===== src/include/refsel_pkg.sv =====
package refsel_pkg;
  localparam logic [2:0] PRIO_OFF = 3'h0;
  localparam logic [2:0] PRIO_RESET = 3'h1;
  localparam int CLK_MHZ = 100;
  localparam int XTAL_MIN_MHZ = 10;
  localparam int XTAL_MAX_MHZ = 100;
  localparam int VALID_US_DEFAULT = 10;
  localparam int VALID_CYC_DEFAULT = VALID_US_DEFAULT * CLK_MHZ;
  localparam logic [1:0] MODE_AUTO_REV = 2'h0;
  localparam logic [1:0] MODE_AUTO_NONREV = 2'h1;
  localparam logic [1:0] MODE_MAN_FALLBACK = 2'h2;
  localparam logic [1:0] MODE_MAN_HOLDOVER = 2'h3;
  localparam logic [1:0] HIT_NONE = 2'h0;
  localparam logic [1:0] HIT_CANCEL = 2'h1;
  localparam logic [1:0] HIT_SLEW = 2'h2;
  localparam logic [1:0] HIT_FASTLOCK = 2'h3;

  typedef enum logic [1:0] {ST_FREERUN, ST_LOCKED, ST_HOLDOVER} dpll_state_e;

  typedef struct packed {
    logic [2:0] prio_a;
    logic [2:0] prio_b;
    logic [1:0] mode;
    logic manual_reference_choice;
    logic use_pin_select;
    logic phase_cancel_enable;
    logic phase_slew_enable;
    logic zero_delay_sync;
    logic pps_inputs;
    logic crystal_monitor_bypass;
  } refsel_cfg_s;

  typedef struct packed {
    logic freq_det_en;
    logic phase_valid_en;
    logic freq_flag;
    logic window_flag;
    logic phase_flag;
  } mon_s;
endpackage


===== src/logic/dpll_reference_selector.sv =====
// Operation
// - Each input has priority 0..7; 0 excludes it, 1 ranks highest.
// - Equal priorities rank the first input ahead of the second.
// - Multiplexer picks between exactly two reference inputs.
// - Selection is automatic by priority or manual by register field or pin.
// - Auto revertive: always highest-priority valid input, switching up at once.
// - Auto non-revertive: keep current input until it turns invalid.
// - Manual modes use field or pin choice while that input stays valid.
// - Manual fallback: invalid choice moves to highest-priority valid input.
// - No valid prioritized input in fallback: holdover if history valid, else free-run.
// - Manual holdover: invalid choice goes straight to holdover or free-run.
// - Manual modes leave holdover once the chosen input is valid again.
// - Selected input identity shows on status pin and status bit.
// - Phase cancellation hides phase step between frequency-locked inputs.
// - Phase slew enable limits transient on holdover exit and unlocked switches.
// - Neither enabled: offset passes at fastlock bandwidth rate.
// - Hitless 1-PPS switching only while zero-delay sync is off.
// - Frequency detector and phase valid detector never both enabled on an input; a clash is only flagged on config_error_r.
// - Crystal loss flag clears only when frequency lies in 10..100 MHz.
// - Crystal bypass makes crystal count valid, loss flag unchanged.
// - Crystal loss flag shows on status pin and status bit.
// - Input valid only after enabled monitors stay clear for validation time.
module dpll_reference_selector #(
  parameter int VALID_CYC = refsel_pkg::VALID_CYC_DEFAULT
) (
  input wire logic ref_clk,
  input wire logic rst,
  input wire refsel_pkg::refsel_cfg_s cfg,
  input wire logic manual_select_pin,
  input wire refsel_pkg::mon_s mon_a,
  input wire refsel_pkg::mon_s mon_b,
  input wire logic history_valid,
  input wire logic [7:0] crystal_freq_mhz,
  output logic selected_ref_r,
  output logic selected_ref_stat_r,
  output logic ref_active_r,
  output logic holdover_r,
  output logic freerun_r,
  output logic switch_pulse_r,
  output logic [1:0] hitless_mode_r,
  output logic crystal_loss_flag_r,
  output logic crystal_loss_stat_r,
  output logic crystal_valid_r,
  output logic config_error_r
);
  localparam int VW = $clog2(VALID_CYC + 1);
  localparam logic [VW-1:0] VMAX = VW'(VALID_CYC);

  function automatic logic mon_clear(input refsel_pkg::mon_s m);
    mon_clear = !(m.freq_det_en && m.freq_flag) && !m.window_flag && !(m.phase_valid_en && m.phase_flag);
  endfunction

  // Pin select synchroniser: change accepted when stages 2 and 3 agree
  logic pin_s1_r, pin_s2_r, pin_s3_r, pin_sel_r;
  always_ff @(posedge ref_clk or posedge rst) begin
    if (rst) begin
      pin_s1_r <= 1'b0;
      pin_s2_r <= 1'b0;
      pin_s3_r <= 1'b0;
      pin_sel_r <= 1'b0;
    end else begin
      pin_s1_r <= manual_select_pin;
      pin_s2_r <= pin_s1_r;
      pin_s3_r <= pin_s2_r;
      if (pin_s2_r == pin_s3_r) pin_sel_r <= pin_s3_r;
    end
  end

  // Validation timers
  logic [VW-1:0] vcnt_a_r, vcnt_b_r;
  wire clr_a = mon_clear(mon_a);
  wire clr_b = mon_clear(mon_b);
  wire valid_a = (vcnt_a_r == VMAX);
  wire valid_b = (vcnt_b_r == VMAX);
  always_ff @(posedge ref_clk or posedge rst) begin
    if (rst) begin
      vcnt_a_r <= '0;
      vcnt_b_r <= '0;
    end else begin
      vcnt_a_r <= !clr_a ? '0 : (valid_a ? vcnt_a_r : vcnt_a_r + 1'b1);
      vcnt_b_r <= !clr_b ? '0 : (valid_b ? vcnt_b_r : vcnt_b_r + 1'b1);
    end
  end

  // Priority ranking
  wire elig_a = valid_a && (cfg.prio_a != refsel_pkg::PRIO_OFF);
  wire elig_b = valid_b && (cfg.prio_b != refsel_pkg::PRIO_OFF);
  wire a_ranks_first = (cfg.prio_b == refsel_pkg::PRIO_OFF) ||
                       ((cfg.prio_a != refsel_pkg::PRIO_OFF) && (cfg.prio_a <= cfg.prio_b));
  wire best_any = elig_a || elig_b;
  wire best_ref = elig_a && elig_b ? !a_ranks_first : elig_b;

  wire manual_mode = cfg.mode[1];
  wire man_choice = cfg.use_pin_select ? pin_sel_r : cfg.manual_reference_choice;
  wire man_valid = man_choice ? valid_b : valid_a;
  wire cur_valid = selected_ref_r ? valid_b : valid_a;
  wire cur_elig = selected_ref_r ? elig_b : elig_a;

  // Next selection
  logic nxt_active, nxt_ref;
  always_comb begin
    nxt_active = 1'b0;
    nxt_ref = selected_ref_r;
    unique case (cfg.mode)
      refsel_pkg::MODE_AUTO_REV: begin
        nxt_active = best_any;
        nxt_ref = best_any ? best_ref : selected_ref_r;
      end
      refsel_pkg::MODE_AUTO_NONREV: begin
        if (ref_active_r && cur_elig) begin
          nxt_active = 1'b1;
        end else begin
          nxt_active = best_any;
          nxt_ref = best_any ? best_ref : selected_ref_r;
        end
      end
      refsel_pkg::MODE_MAN_FALLBACK: begin
        if (man_valid) begin
          nxt_active = 1'b1;
          nxt_ref = man_choice;
        end else if (ref_active_r && cur_valid && selected_ref_r != man_choice) begin
          nxt_active = 1'b1;
        end else begin
          nxt_active = best_any;
          nxt_ref = best_any ? best_ref : selected_ref_r;
        end
      end
      refsel_pkg::MODE_MAN_HOLDOVER: begin
        nxt_active = man_valid;
        nxt_ref = man_choice;
      end
    endcase
  end

  wire sel_change = nxt_active && ref_active_r && (nxt_ref != selected_ref_r);
  wire acquire = nxt_active && !ref_active_r;
  wire pps_block = cfg.pps_inputs && cfg.zero_delay_sync;

  // Hitless handling for a switchover or a holdover exit
  logic [1:0] hit_nxt;
  always_comb begin
    hit_nxt = hitless_mode_r;
    if (sel_change || acquire) begin
      if (cfg.phase_cancel_enable && sel_change && !pps_block) hit_nxt = refsel_pkg::HIT_CANCEL;
      else if (cfg.phase_slew_enable && !pps_block) hit_nxt = refsel_pkg::HIT_SLEW;
      else hit_nxt = refsel_pkg::HIT_FASTLOCK;
    end
  end

  always_ff @(posedge ref_clk or posedge rst) begin
    if (rst) begin
      selected_ref_r <= 1'b0;
      selected_ref_stat_r <= 1'b0;
      ref_active_r <= 1'b0;
      holdover_r <= 1'b0;
      freerun_r <= 1'b1;
      switch_pulse_r <= 1'b0;
      hitless_mode_r <= refsel_pkg::HIT_NONE;
      config_error_r <= 1'b0;
    end else begin
      selected_ref_r <= nxt_ref;
      selected_ref_stat_r <= nxt_ref;
      ref_active_r <= nxt_active;
      holdover_r <= !nxt_active && history_valid;
      freerun_r <= !nxt_active && !history_valid;
      switch_pulse_r <= sel_change;
      hitless_mode_r <= hit_nxt;
      config_error_r <= (mon_a.freq_det_en && mon_a.phase_valid_en) ||
                        (mon_b.freq_det_en && mon_b.phase_valid_en);
    end
  end

  // Crystal coarse frequency monitor
  wire xtal_in_range = (crystal_freq_mhz >= 8'(refsel_pkg::XTAL_MIN_MHZ)) &&
                       (crystal_freq_mhz <= 8'(refsel_pkg::XTAL_MAX_MHZ));
  always_ff @(posedge ref_clk or posedge rst) begin
    if (rst) begin
      crystal_loss_flag_r <= 1'b1;
      crystal_loss_stat_r <= 1'b1;
      crystal_valid_r <= 1'b0;
    end else begin
      crystal_loss_flag_r <= !xtal_in_range;
      crystal_loss_stat_r <= !xtal_in_range;
      crystal_valid_r <= xtal_in_range || cfg.crystal_monitor_bypass;
    end
  end

  sel_mirror_a: assert property (@(posedge ref_clk) disable iff (rst)
    selected_ref_r == selected_ref_stat_r) else $error("Status copy differs from selection");
  valid_timer_a: assert property (@(posedge ref_clk) disable iff (rst)
    !clr_a |=> !valid_a) else $error("Input A valid while flagged");
  excluded_input_a: assert property (@(posedge ref_clk) disable iff (rst)
    (cfg.mode == refsel_pkg::MODE_AUTO_REV && cfg.prio_a == refsel_pkg::PRIO_OFF && $stable(cfg))
    ##1 (cfg.mode == refsel_pkg::MODE_AUTO_REV && cfg.prio_a == refsel_pkg::PRIO_OFF)
    |-> !(ref_active_r && !selected_ref_r)) else $error("Excluded input selected");
  tie_break_a: assert property (@(posedge ref_clk) disable iff (rst)
    (cfg.mode == refsel_pkg::MODE_AUTO_REV && elig_a && elig_b && cfg.prio_a == cfg.prio_b)
    |=> !selected_ref_r) else $error("Tie not broken toward first input");
  nonrev_hold_a: assert property (@(posedge ref_clk) disable iff (rst)
    (cfg.mode == refsel_pkg::MODE_AUTO_NONREV && ref_active_r && cur_elig)
    |=> $stable(selected_ref_r)) else $error("Non-revertive switched from valid input");
  man_hold_a: assert property (@(posedge ref_clk) disable iff (rst)
    (cfg.mode == refsel_pkg::MODE_MAN_HOLDOVER && !man_valid)
    |=> !ref_active_r && (holdover_r != freerun_r)) else $error("Holdover mode tried another input");
  idle_state_a: assert property (@(posedge ref_clk) disable iff (rst)
    !ref_active_r |-> (holdover_r ^ freerun_r)) else $error("Neither holdover nor free-run");
  xtal_bypass_a: assert property (@(posedge ref_clk) disable iff (rst)
    $past(cfg.crystal_monitor_bypass) |-> crystal_valid_r) else $error("Bypass did not force valid");
  xtal_range_a: assert property (@(posedge ref_clk) disable iff (rst)
    (crystal_freq_mhz < 8'(refsel_pkg::XTAL_MIN_MHZ)) |=> crystal_loss_flag_r) else $error("Low crystal not flagged");
  pps_zdm_a: assert property (@(posedge ref_clk) disable iff (rst)
    (pps_block && sel_change) |=> hitless_mode_r == refsel_pkg::HIT_FASTLOCK) else $error("Hitless 1-PPS with zero-delay");

  // Second input timer
  valid_timer_b_a: assert property (@(posedge ref_clk) disable iff (rst)
    !clr_b
    |=> !valid_b)
    else $error("Input B valid while flagged");

  // Automatic selection
  revert_best_a: assert property (@(posedge ref_clk) disable iff (rst)
    (cfg.mode == refsel_pkg::MODE_AUTO_REV && best_any)
    |=> (ref_active_r && selected_ref_r == $past(best_ref)))
    else $error("Revertive mode missed best input");

  auto_idle_a: assert property (@(posedge ref_clk) disable iff (rst)
    (!cfg.mode[1] && !best_any)
    |=> !ref_active_r)
    else $error("Automatic mode active with no input");

  // Manual selection
  man_follow_a: assert property (@(posedge ref_clk) disable iff (rst)
    (manual_mode && man_valid)
    |=> (ref_active_r && selected_ref_r == $past(man_choice)))
    else $error("Manual choice not followed");

  fallback_pick_a: assert property (@(posedge ref_clk) disable iff (rst)
    (cfg.mode == refsel_pkg::MODE_MAN_FALLBACK && !man_valid && !(ref_active_r && cur_valid) && best_any)
    |=> (ref_active_r && selected_ref_r == $past(best_ref)))
    else $error("Fallback missed best input");

  fallback_idle_a: assert property (@(posedge ref_clk) disable iff (rst)
    (cfg.mode == refsel_pkg::MODE_MAN_FALLBACK && !man_valid && !(ref_active_r && cur_valid) && !best_any)
    |=> !ref_active_r)
    else $error("Fallback active with no input");

  // Holdover, free-run and switchover pulse
  history_pick_a: assert property (@(posedge ref_clk) disable iff (rst)
    !nxt_active
    |=> (holdover_r == $past(history_valid)) && (freerun_r == !$past(history_valid)))
    else $error("Holdover or free-run wrong for history");

  active_quiet_a: assert property (@(posedge ref_clk) disable iff (rst)
    ref_active_r
    |-> (!holdover_r && !freerun_r))
    else $error("Holdover flag while active");

  switch_pulse_a: assert property (@(posedge ref_clk) disable iff (rst)
    sel_change
    |=> switch_pulse_r)
    else $error("Switchover pulse missing");

  // Hitless method
  cancel_pick_a: assert property (@(posedge ref_clk) disable iff (rst)
    (sel_change && cfg.phase_cancel_enable && !pps_block)
    |=> hitless_mode_r == refsel_pkg::HIT_CANCEL)
    else $error("Phase cancellation not applied");

  slew_pick_a: assert property (@(posedge ref_clk) disable iff (rst)
    (acquire && cfg.phase_slew_enable && !pps_block)
    |=> hitless_mode_r == refsel_pkg::HIT_SLEW)
    else $error("Phase slew not applied on acquire");

  fastlock_pick_a: assert property (@(posedge ref_clk) disable iff (rst)
    ((sel_change || acquire) && !cfg.phase_cancel_enable && !cfg.phase_slew_enable)
    |=> hitless_mode_r == refsel_pkg::HIT_FASTLOCK)
    else $error("Fastlock not applied");

  // Crystal monitor
  xtal_copy_a: assert property (@(posedge ref_clk) disable iff (rst)
    1'b1
    |-> crystal_loss_flag_r == crystal_loss_stat_r)
    else $error("Crystal status copy differs");

  xtal_clear_a: assert property (@(posedge ref_clk) disable iff (rst)
    xtal_in_range
    |=> !crystal_loss_flag_r)
    else $error("In-range crystal still flagged");

  xtal_keep_a: assert property (@(posedge ref_clk) disable iff (rst)
    (cfg.crystal_monitor_bypass && !xtal_in_range)
    |=> crystal_loss_flag_r)
    else $error("Bypass cleared crystal loss flag");

  // Configuration and pin filter
  cfg_clash_a: assert property (@(posedge ref_clk) disable iff (rst)
    ((mon_a.freq_det_en && mon_a.phase_valid_en) || (mon_b.freq_det_en && mon_b.phase_valid_en))
    |=> config_error_r)
    else $error("Detector clash not reported");

  pin_filter_a: assert property (@(posedge ref_clk) disable iff (rst)
    (pin_s2_r != pin_s3_r)
    |=> $stable(pin_sel_r))
    else $error("Pin choice taken before stages agree");
endmodule // dpll_reference_selector


===== config.mk =====
export PLATFORM = sky130hd
export DESIGN_NAME = dpll_reference_selector
export DESIGN_NICKNAME = d
export VERILOG_FILES = /design/src/include/refsel_pkg.sv /design/src/logic/dpll_reference_selector.sv
export SDC_FILE = /design/constraint.sdc
export NUM_CORES = 1
export LEC_CHECK = 0
export ABC_AREA = 0
export BUFFER_PORTS_ARGS = -buffer_cell sky130_fd_sc_hd__buf_2
export CORE_UTILIZATION = 47
export DETAILED_ROUTE_END_ITERATION = 16
export PLACE_DENSITY = 0.82
export SETUP_SLACK_MARGIN = 0.2
export SLEW_MARGIN = 20
export SYNTH_ARGS = -nofsm -noshare
export SYNTH_HDL_FRONTEND = slang
export SYNTH_SLANG_ARGS = --single-unit

===== constraint.sdc =====
create_clock -name ref_clk -period 2.35 [get_ports ref_clk]
set_clock_uncertainty 0.1 [all_clocks]
set_input_delay 0.47 -clock ref_clk [delete_from_list [all_inputs] [get_ports ref_clk]]
set_output_delay 0.47 -clock ref_clk [all_outputs]
set_load 0.1 [all_outputs]

==> results of run 1 <==
sequential cells by signal, indices dropped and copies added (netlist names):
register	count
crystal_valid_r	1
config_error_r	1
vcnt_b_r	10
hitless_mode_r	2
selected_ref_stat_r	1
pin_sel_r	1
vcnt_a_r	10
pin_s1_r	1
pin_s2_r	1
freerun_r	1
crystal_loss_stat_r	1
switch_pulse_r	1
ref_active_r	1
pin_s3_r	1
holdover_r	1
cell families after synthesis:
family	synth area share
flip-flops	0.4593
AND/OR/NAND/NOR	0.2418
buffers and inverters	0.03232
XOR/XNOR	0.06128
multiplexers	0.02424
AO/OA/AOI/OAI	0.1286
adder cells (fa/ha/maj)	0.05252
placed cells by master (no fill, tap or decap), types with 2 or more instances in the layout:
cell	Yosys	routed
dfstp_2	2	2
o21ai_1	1	2
mux2i_1	3	3
o21ai_0	7	5
nand2_1	16	15
nor2_1	20	20
buf_4	2	21
xnor2_1	5	5
nor3_1	7	7
dfrtp_2	0	2
inv_1	9	6
ha_4	0	2
buf_2	0	48
clkinv_2	0	2
inv_2	0	4
a21oi_1	13	13
nand3_1	13	13
a221o_1	2	2
or3_1	3	2
nand2b_1	4	4
and3_1	3	3
xor2_1	8	8
ha_1	7	5
dfrtp_1	32	30
clkbuf_8	0	5
metal layers:
metal	wire length, um	up-vias	GRT usage	share of wire
met5	0	-	0	0
met4	123	0	0.1333	0.031
met3	155	13	0.05106	0.038
met2	2145	29	0.3984	0.53
met1	1607	791	0.2144	0.40
li1	-	802	-	-
critical path, stage by stage, from the launching register on:
cell and delay (ns):
dfrtp_1 0.39, inv_2 0.08, ha_4 0.13, nand4b_4 0.14
nor4_4 0.23, o22a_2 0.19, a21oi_2 0.06, or4b_4 0.48
and4_4 0.18, mux2_4 0.29
metrics by stage:
step	hold WS (ns)	instance area [um2]
floorplan	0.2312	1873
global placement	0.2335	2293
detailed placement	0.2436	2293
CTS	0.1622	2429
global route	0.1745	2456
finish	0.1414	2456
where the power goes:
part / leakage (nW) / total, mW / switching (mW) / internal (mW)
combinational: 0.657 / 0.285 / 0.195 / 0.0900
sequential: 0.439 / 0.620 / 0.0135 / 0.607
clock: 0.0450 / 0.422 / 0.217 / 0.205
total: 1.14 / 1.33 / 0.426 / 0.902
cell type report:
| class | instances | area share |
|---|---|---|
| timing repair buffer | 69 | 0.1620 |
| inverter | 10 | 0.01528 |
| sequential | 34 | 0.3484 |
| clock buffer | 6 | 0.02955 |
| tap | 48 | 0.02445 |
| clock inverter | 2 | 0.004075 |
| multi-input combinational | 140 | 0.4162 |
repair_timing:
action | 4_1_cts | 5_1_grt
gates resized for setup | 6 | 8
hold buffers | 0 | 0
setup endpoints to repair | 4 | 5
setup buffers | 2 | 0
hold endpoints to repair | 0 | 0
pin swaps | 5 | 3
final timing paths:
check                           cells after the start  slack [ns]           endpoint         startpoint
max in group asynchronous                           3        1.67          freerun_r                rst
worst max register to register                      9       -0.04  hitless_mode_r[0]        vcnt_a_r[0]
worst min register to register                      0        0.25           pin_s2_r           pin_s1_r
min in group ref_clk                                1        0.18           pin_s1_r  manual_select_pin
worst max-delay path                                9       -0.04  hitless_mode_r[0]        vcnt_a_r[0]
worst min-delay path                                3        0.14        vcnt_b_r[7]                rst
==> qor.yml, run 1 <==
floorplan:
  dieWidth_um: 64.88
  io_pins: 49
  dieHeight_um: 64.88
  initial_utilization: 0.5000
  row_count: 22
  core_area_um2: 3716
  die_area_um2: 4209
synthesis:
  synth_fp_nets: 232
  synth_top_flop_cell: "dfrtp_1"
  synthCells: 188
  synth-edff-count: 0
  synth-seq-cells: 34
  netlist_area_um2: 1858
  async_reset_ff_frac: 1.000
  yosysMostFrequentCell: "dfrtp_1"
  postSynthAreaPerCell_um2: 9.883
  yosys.area.top_type: "dfrtp_1"
  yosys-top-cells-count: "32 x dfrtp_1, 20 x nor2_1, 16 x nand2_1"
  yosysWarnings: 0
  synth_top_area_share: 0.4310
  synth.distinct_cells: 48
  ys_seq_area_frac: 0.4593
  ys_top_cells_by_area: "dfrtp_1 43%, ha_1 4.7%, nor2_1 4.0%"
cells_and_area:
  finalNonFillerCells: 309
  drive_gt1_frac: 0.4023
  num_antenna_cells: 0
  multiInputGateArea_um2: 1022
  area_delta_synth_final_pct: 32.19
  seqCellArea_um2: 855.8
  nFillCells: 281
  nNetsFinal: 304
  final_core_util: 0.6609
power_and_ir_drop:
  leakagePower_nw: 1.141
  design_power_total_mw: 1.327
  p_per_area_nw_per_um2: 540.4
  peakVddDrop_mv: 0.4288
timing:
  hold_violations: 0
  period_share: 1.019
  period_minus_slack_ns: 2.395
  slew_viol_final: 0
  timing.fmax_mhz: 417.6
  setup_viol: 1
  fin_ws_ns: -0.04474
  tightest_slew_ns: 0.5407
  slew-limit-headroom: 0.6367
  timing.setup.tns_ns: -0.04474
  rsz0062_at_grt: "true"
drt:
  ant_nets: 0
  routed_via_density: 5.291
  vias: 1635
  route.detailed.drc: 0
  first_pass_iters: 4
  drtIter0Drc: 88
  drt_wl_total_mm: 4.031
  routedWlPerCell_um: 13.05
placement:
  place_congestion: 0.7517
  portBuffers: 48
  pre_cts_ws_ns: -0.2212
  dp.cells: 299
  hpwl_mm: 2.995
hold_path:
  hp-class: "in -> async"
worst_setup_path:
  worstSetupPathType: "reg -> reg"
  arrival_ns: 2.48
  cp.required_ns: 2.43
  end_kind: "register"
  crit_fanout: 2
  crit_path_start_kind: "register"
clock_tree:
  cts_tree: "done"
  numCtsBuffers: 5
  htree_levels: 2
  clkLatencyLatePin_ns: 0.30
  cts_sinks: 34
  path_clk_slew_ns: 0.07
  clockRootBuffer: "clkbuf_8"
  clockBufferDepth: 2
grt:
  first_global_vias: 1700
  grt_overflow_total: 0
  grt_max_degree: 35
  gr-usage-all-layers: 0.2159
  antenna_found_initial: 0
  grt_first_pass_wirelength_mm: 6.741
status:
  failed_checks: "negative setup slack"
  status: "finished, violations left"
job:
  cap_violations: 0
(Power assumes the default switching activity.)
==> run 2: changes to the inputs <==
--- a/config.mk
+++ b/config.mk
@@ -11,6 +11,7 @@
 export DETAILED_ROUTE_END_ITERATION = 16
 export PLACE_DENSITY = 0.82
 export SETUP_SLACK_MARGIN = 0.2
+export SKIP_LAST_GASP = 1
 export SLEW_MARGIN = 20
 export SYNTH_ARGS = -nofsm -noshare
 export SYNTH_HDL_FRONTEND = slang
==> run 2 against run 1 <==
Net effect:
- the flow still finishes with violations (negative setup slack)
- sequential share of layout area rose by 0.34 points
- cell area fell by 0.97%
- register-to-register slack barely moved
- power fell by 0.55%
- global-route usage did not move
- sequential power barely moved
- non-clock buffer count did not move
- critical path type unchanged
- critical endpoint unchanged
- largest cell class unchanged
- largest power group unchanged
- highest routed layer unchanged
==> qor.yml, run 2 (same netlist as run 1, synthesis figures left out) <==
clock_tree:
  numCtsBuffers: 5  # unchanged
  holdBufCountCts: 0  # unchanged
  htree_levels: 2  # unchanged
  clkLatencyLatePin_ns: 0.30  # about the same
  path_clk_slew_ns: 0.07  # about the same
  clockRootBuffer: "clkbuf_8"
  cts_tree: "done"
  clockBufferDepth: 2  # unchanged
  cts_sinks: 34  # unchanged
grt:
  antenna_found_initial: 0  # unchanged
  grt_overflow_total: 0  # unchanged
  gr-usage-all-layers: 0.2159  # unchanged
  grt_max_degree: 35  # unchanged
  first_global_vias: 1700  # unchanged
  grt_first_pass_wirelength_mm: 6.741  # unchanged
cells_and_area:
  drive_gt1_frac: 0.3870  # -0.01533
  seqCellArea_um2: 855.8  # unchanged
  layout_commonest_cell: "buf_2"
  area_delta_synth_final_pct: 30.91
  final_cell_mix: "48 x buf_2, 30 x dfrtp_1, 21 x buf_4, 20 x nor2_1, 16 x nand2_1"
  nNetsFinal: 304  # unchanged
  nFillCells: 287  # +2.1%
  num_antenna_cells: 0  # unchanged
  final_core_util: 0.6545  # -0.006398
  multiInputGateArea_um2: 998.5  # -2.3%
  fin_area_um2: 2432  # -0.97%
  top_regs: "vcnt_a_r: 10 flops, vcnt_b_r: 10 flops, hitless_mode_r: 2 flops"
job:
  cap_violations: 0  # unchanged
worst_setup_path:
  arrival_ns: 2.48  # about the same
  end_kind: "register"
  slowest_delay_ns: 0.48  # about the same
  crit_fanout: 2  # unchanged
  cp_slowest_cell: "or4b_4"
  crit_path_start_kind: "register"
  worstSetupPathType: "reg -> reg"
  cp.required_ns: 2.43  # about the same
  path_cells: "inv_2, ha_4, nand4b_4, nor4_4, o22a_2, a21oi_2, or4b_4, and4_4, mux2_4"
floorplan:
  dieWidth_um: 64.88  # unchanged
  row_count: 22  # unchanged
  dieHeight_um: 64.88  # unchanged
  initial_utilization: 0.5000  # unchanged
  io_pins: 49  # unchanged
  die_area_um2: 4209  # unchanged
  core_area_um2: 3716  # unchanged
placement:
  place_congestion: 0.7517  # unchanged
  postPlaceCellArea_um2: 2293  # unchanged
  hpwl_mm: 2.995  # unchanged
  portBuffers: 48  # unchanged
  pre_cts_ws_ns: -0.2212  # unchanged
timing:
  fin_ws_ns: -0.05069  # -0.005951 ns
  slew-limit-headroom: 0.6324  # -0.004369
  slew_viol_final: 0  # unchanged
  setup_viol: 1  # unchanged
  period_share: 1.022  # +0.002533
  timing.fmax_mhz: 416.5  # -0.25%
  hold_violations: 0  # unchanged
  rsz0062_at_grt: "true"
  tightest_slew_ns: 0.5472  # +0.006504 ns
  worst_hold_slack_ns: 0.1436  # +0.002245 ns
  period_minus_slack_ns: 2.401  # +0.005952 ns
power_and_ir_drop:
  p_per_area_nw_per_um2: 542.7  # +0.42%
  design_power_total_mw: 1.320  # -0.55%
  leakagePower_nw: 1.134  # -0.58%
  peakVddDrop_mv: 0.4292  # about the same
drt:
  route.detailed.drc: 0  # unchanged
  first_pass_iters: 4  # unchanged
  drtIter0Drc: 61  # -31%
  ant_nets: 0  # unchanged
  routed_via_density: 5.285  # -0.12%
  drt_wl_total_mm: 4.033  # about the same
  routedWlPerCell_um: 13.05  # about the same
  vias: 1633  # -0.12%
status:
  failed_checks: "negative setup slack"
  status: "finished, violations left"
hold_path:
  hp-class: "in -> async"
==> run 2: cell count changes in the layout (fill, tap and decap cells not counted), sizes merged <==
cell / change
inv: -1
clkinv: +1
==> run 2: power breakdown <==
group / switching [mW] / internal (mW)
Sequential: 0.0135 / 0.607
Combinational: 0.192 / 0.0871
Clock: 0.216 / 0.205
Total: 0.421 / 0.899
==> run 2: routing by layer <==
| metal | vias up | track usage | share of wire |
|---|---|---|---|
| met1 | 780 | 0.2144 | 0.40 |
| met3 | 11 | 0.05106 | 0.049 |
| met4 | 0 | 0.1333 | 0.021 |
| met5 | - | 0 | 0 |
| met2 | 36 | 0.3984 | 0.53 |
| li1 | 806 | - | - |
==> run 2: metrics by stage <==
| stage | TNS, ns | instances |
|---|---|---|
| 5_1_grt | -0.1348 | 309 |
| 6_report | -0.05069 | 309 |
| 2_1_floorplan | -0.06209 | 188 |
| 3_3_place_gp | -0.1533 | 299 |
| 4_1_cts | -0.04617 | 309 |
| 3_5_place_dp | -0.2818 | 299 |
==> run 2: what timing repair did <==
action | CTS | global route
resized for setup | 6 | 2
cloned | 0 | 0
pin swaps | 5 | 1
buffers inserted | 2 | 0
setup endpoints to repair | 4 | 5
==> run 2: path summary, 6_finish.rpt <==
path / depth (start not counted) / endpoint / slack, ns / from
hold reg to reg: 0 / pin_s2_r / 0.25 / pin_s1_r
hold / removal: 3 / vcnt_b_r[7] / 0.14 / rst
max in group asynchronous: 3 / freerun_r / 1.66 / rst
setup reg to reg: 9 / hitless_mode_r[0] / -0.05 / vcnt_a_r[0]
setup / recovery: 9 / hitless_mode_r[0] / -0.05 / vcnt_a_r[0]
min in group ref_clk: 1 / pin_s1_r / 0.18 / manual_select_pin
==> run 2: layout make-up <==
type | count | share of cell area
Clock buffer | 6 | 0.02984
Clock inverter | 2 | 0.004115
Inverter | 10 | 0.01543
Multi-Input combinational cell | 140 | 0.4105
Sequential cell | 34 | 0.3519
Tap cell | 48 | 0.02469
Timing Repair Buffer | 69 | 0.1636
==> run 2: critical path, delay by kind of cell (launching register included) <==
family          cells  cell delay (ns)
flops               1             0.39
compound gates      2             0.25
mux                 1             0.29
simple gates        4             1.03
buf+inv             1             0.08
fa+ha+maj           1             0.13
==> run 3: changes to the inputs <==
--- a/config.mk
+++ b/config.mk
@@ -6,13 +6,13 @@
 export NUM_CORES = 1
 export LEC_CHECK = 0
 export ABC_AREA = 0
-export BUFFER_PORTS_ARGS = -buffer_cell sky130_fd_sc_hd__buf_2
-export CORE_UTILIZATION = 47
+export CORE_UTILIZATION = 50
 export DETAILED_ROUTE_END_ITERATION = 16
-export PLACE_DENSITY = 0.82
+export DONT_BUFFER_PORTS = 1
+export PLACE_DENSITY = 0.75
+export RECOVER_POWER = 100
 export SETUP_SLACK_MARGIN = 0.2
 export SKIP_LAST_GASP = 1
-export SLEW_MARGIN = 20
 export SYNTH_ARGS = -nofsm -noshare
 export SYNTH_HDL_FRONTEND = slang
 export SYNTH_SLANG_ARGS = --single-unit
==> run 3 against run 2 <==
Net effect:
- the run ends with max-capacitance violations, max-slew violations, negative setup slack left
- maximum frequency about the same
- routed wire length increased by 3.5%
- sequential power increased by 3%
- critical path depth unchanged
- power increased by 4.4%
- non-clock buffer count decreased by 37
- clock-buffer cell count increased by 2
- register-to-register slack about the same
- die area decreased by 5.8%
- sequential share of layout area increased by 2.1 points
- global-route usage increased by 1.0 points
- utilization increased by 1.2 points
- critical path type unchanged
- largest power group unchanged
==> qor.yml, run 3 (same netlist as run 1, synthesis figures left out) <==
status:
  status: "finished, violations left"
  failed_checks: "max-capacitance violations, max-slew violations, negative setup slack"
worst_setup_path:
  worst-r2r-setup-slack_ns: -0.05  # about the same
  rr_worst_depth: 9  # unchanged
  crit_path_start: "vcnt_a_r[0]"
  timing.rr.start: "vcnt_a_r[0]"
  cp.required_ns: 2.43  # about the same
  crit_path_start_kind: "register"
  r2r_end: "hitless_mode_r[0]"
  end_kind: "register"
  crit_fanout: 2  # unchanged
  arrival_ns: 2.48  # about the same
  worstSetupPathType: "reg -> reg"
  crit_end: "hitless_mode_r[0]"
cells_and_area:
  num_antenna_cells: 0  # unchanged
  nFillCells: 282  # -1.7%
  final_cell_mix: "30 x dfrtp_1, 27 x buf_4, 20 x nor2_1, 16 x nand2_1"
  fin_area_um2: 2295  # -5.7%
  layout_commonest_cell: "dfrtp_1"
  area_delta_synth_final_pct: 23.50
  top_regs: "vcnt_a_r: 10 flops, vcnt_b_r: 10 flops, hitless_mode_r: 2 flops"
  nNetsFinal: 267  # -12%
  finalNonFillerCells: 270  # -13%
  drive_gt1_frac: 0.2813  # -0.1057
clock_tree:
  clkLatencyLatePin_ns: 0.29  # about the same
  cts_tree: "done"
  cts_sinks: 34  # unchanged
  htree_levels: 2  # unchanged
  holdBufCountCts: 0  # unchanged
  path_clk_slew_ns: 0.07  # about the same
  clockRootBuffer: "clkbuf_8"
  numCtsBuffers: 5  # unchanged
  clockBufferDepth: 2  # unchanged
placement:
  postPlaceCellArea_um2: 2103  # -8.3%
  portBuffers: 0  # -100%
  pre_cts_ws_ns: -0.1312  # +0.09008 ns
  hpwl_mm: 3.049  # +1.8%
  dp.cells: 256  # -14%
  place_congestion: 0.7452  # -0.86%
drt:
  first_pass_iters: 4  # unchanged
  ant_nets: 0  # unchanged
  drt_wl_total_mm: 4.174  # +3.5%
  route.detailed.drc: 0  # unchanged
  drtIter0Drc: 71  # +16%
  routedWlPerCell_um: 15.46  # +18%
  vias: 1521  # -6.9%
  routed_via_density: 5.633  # +6.6%
timing:
  rsz0062_at_grt: "true"
  hold_violations: 0  # unchanged
  fin_ws_ns: -0.04880  # +0.001893 ns
  period_share: 1.021  # about the same
  timing.setup.tns_ns: -0.04880  # +0.001893 ns
  tightest_slew_ns: 1.822  # +1.274 ns
  setup_viol: 1  # unchanged
  timing.fmax_mhz: 416.9  # about the same
  slew-limit-headroom: -0.2144  # -0.8468
  period_minus_slack_ns: 2.399  # -0.001893 ns
  slew_viol_final: 35  # +35
floorplan:
  dieHeight_um: 62.96  # -3.0%
  io_pins: 49  # unchanged
  dieWidth_um: 62.96  # -3.0%
  core_area_um2: 3442  # -7.4%
  die_area_um2: 3964  # -5.8%
  row_count: 21  # -4.5%
  initial_utilization: 0.5398  # +0.03980
power_and_ir_drop:
  p_sw_frac: 0.2975  # -0.02166
  p_per_area_nw_per_um2: 600.7  # +11%
  combPwrFrac: 0.164  # -0.048
  seqPwrFrac: 0.463  # -0.007
  leakagePower_nw: 0.9978  # -12%
  peakVddDrop_mv: 0.4135  # -3.7%
  power.share.clock: 0.372  # +0.053
  internal-power_mw: 0.9684  # +7.7%
  design_power_total_mw: 1.378  # +4.4%
  p_switching_mw: 0.4101  # -2.7%
grt:
  first_global_vias: 1592  # -6.4%
  grt_max_degree: 35  # unchanged
  grt_overflow_total: 0  # unchanged
  gr-usage-all-layers: 0.2260  # +0.01006
  grt_first_pass_wirelength_mm: 6.817  # +1.1%
  antenna_found_initial: 0  # unchanged
job:
  cap_violations: 1  # +1
hold_path:
  hp-class: "in -> reg"
run 3: how the worst min path moves through the flow:
| stage | start | end | slack [ns] | cells past startpoint |
|---|---|---|---|---|
| floorplan | pin_s1_r | pin_s2_r | 0.23 | 0 |
| global placement | pin_s1_r | pin_s2_r | 0.25 | 0 |
| detailed placement | pin_s1_r | pin_s2_r | 0.25 | 0 |
| CTS | rst | vcnt_a_r[4] | 0.08 | 2 |
| global route | manual_select_pin | pin_s1_r | 0.09 | 0 |
| finish | manual_select_pin | pin_s1_r | 0.10 | 0 |
run 3: metrics by stage:
stage / hold slack (ns) / utilization
floorplan: 0.2312 / -
global placement: 0.2503 / 0.6111
detailed placement: 0.2477 / 0.6111
CTS: 0.07553 / 0.6514
global route: 0.09057 / 0.6667
finish: 0.1020 / 0.6667
run 3: what timing repair did:
| action | in CTS | in global routing |
|---|---|---|
| gates resized for setup | 4 | 5 |
| pin swaps | 3 | 4 |
| endpoints found under the setup margin | 6 | 6 |
| buffers inserted | 1 | 5 |
run 3: critical path, stage by stage (launching register included):
cell	delay (ns)
dfrtp_1	0.40
inv_2	0.08
ha_4	0.13
nand4b_4	0.14
nor4_4	0.24
o22a_2	0.19
a21oi_2	0.06
or4b_4	0.48
and4_4	0.17
mux2_4	0.29
run 3: final cells by class:
cell class | instances | area (um2) | area share
flip-flops and latches | 34 | 855.8 | 0.3730
inverters | 10 | 37.54 | 0.01636
repair buffers | 32 | 229.0 | 0.09978
clock buffers | 8 | 110.1 | 0.04798
multi-input cells | 140 | 1005 | 0.4378
well taps | 46 | 57.56 | 0.02508
run 3: metal layers:
metal,global-route usage,share of wire,vias to the layer above
met5,0,0,-
met3,0.06569,0.057,14
met1,0.2353,0.38,728
li1,-,-,726
met2,0.3938,0.53,53
met4,0.1424,0.029,0
run 3: power by group through the flow:
stage | Clock [mW] | Combinational, mW | Sequential, mW
after floorplan | 0 | 0.115 | 0.709
after detailed placement | 0 | 0.220 | 0.650
after global placement | 0 | 0.212 | 0.648
final | 0.513 | 0.226 | 0.639
after CTS | 0.521 | 0.223 | 0.639
after global routing | 0.546 | 0.241 | 0.641
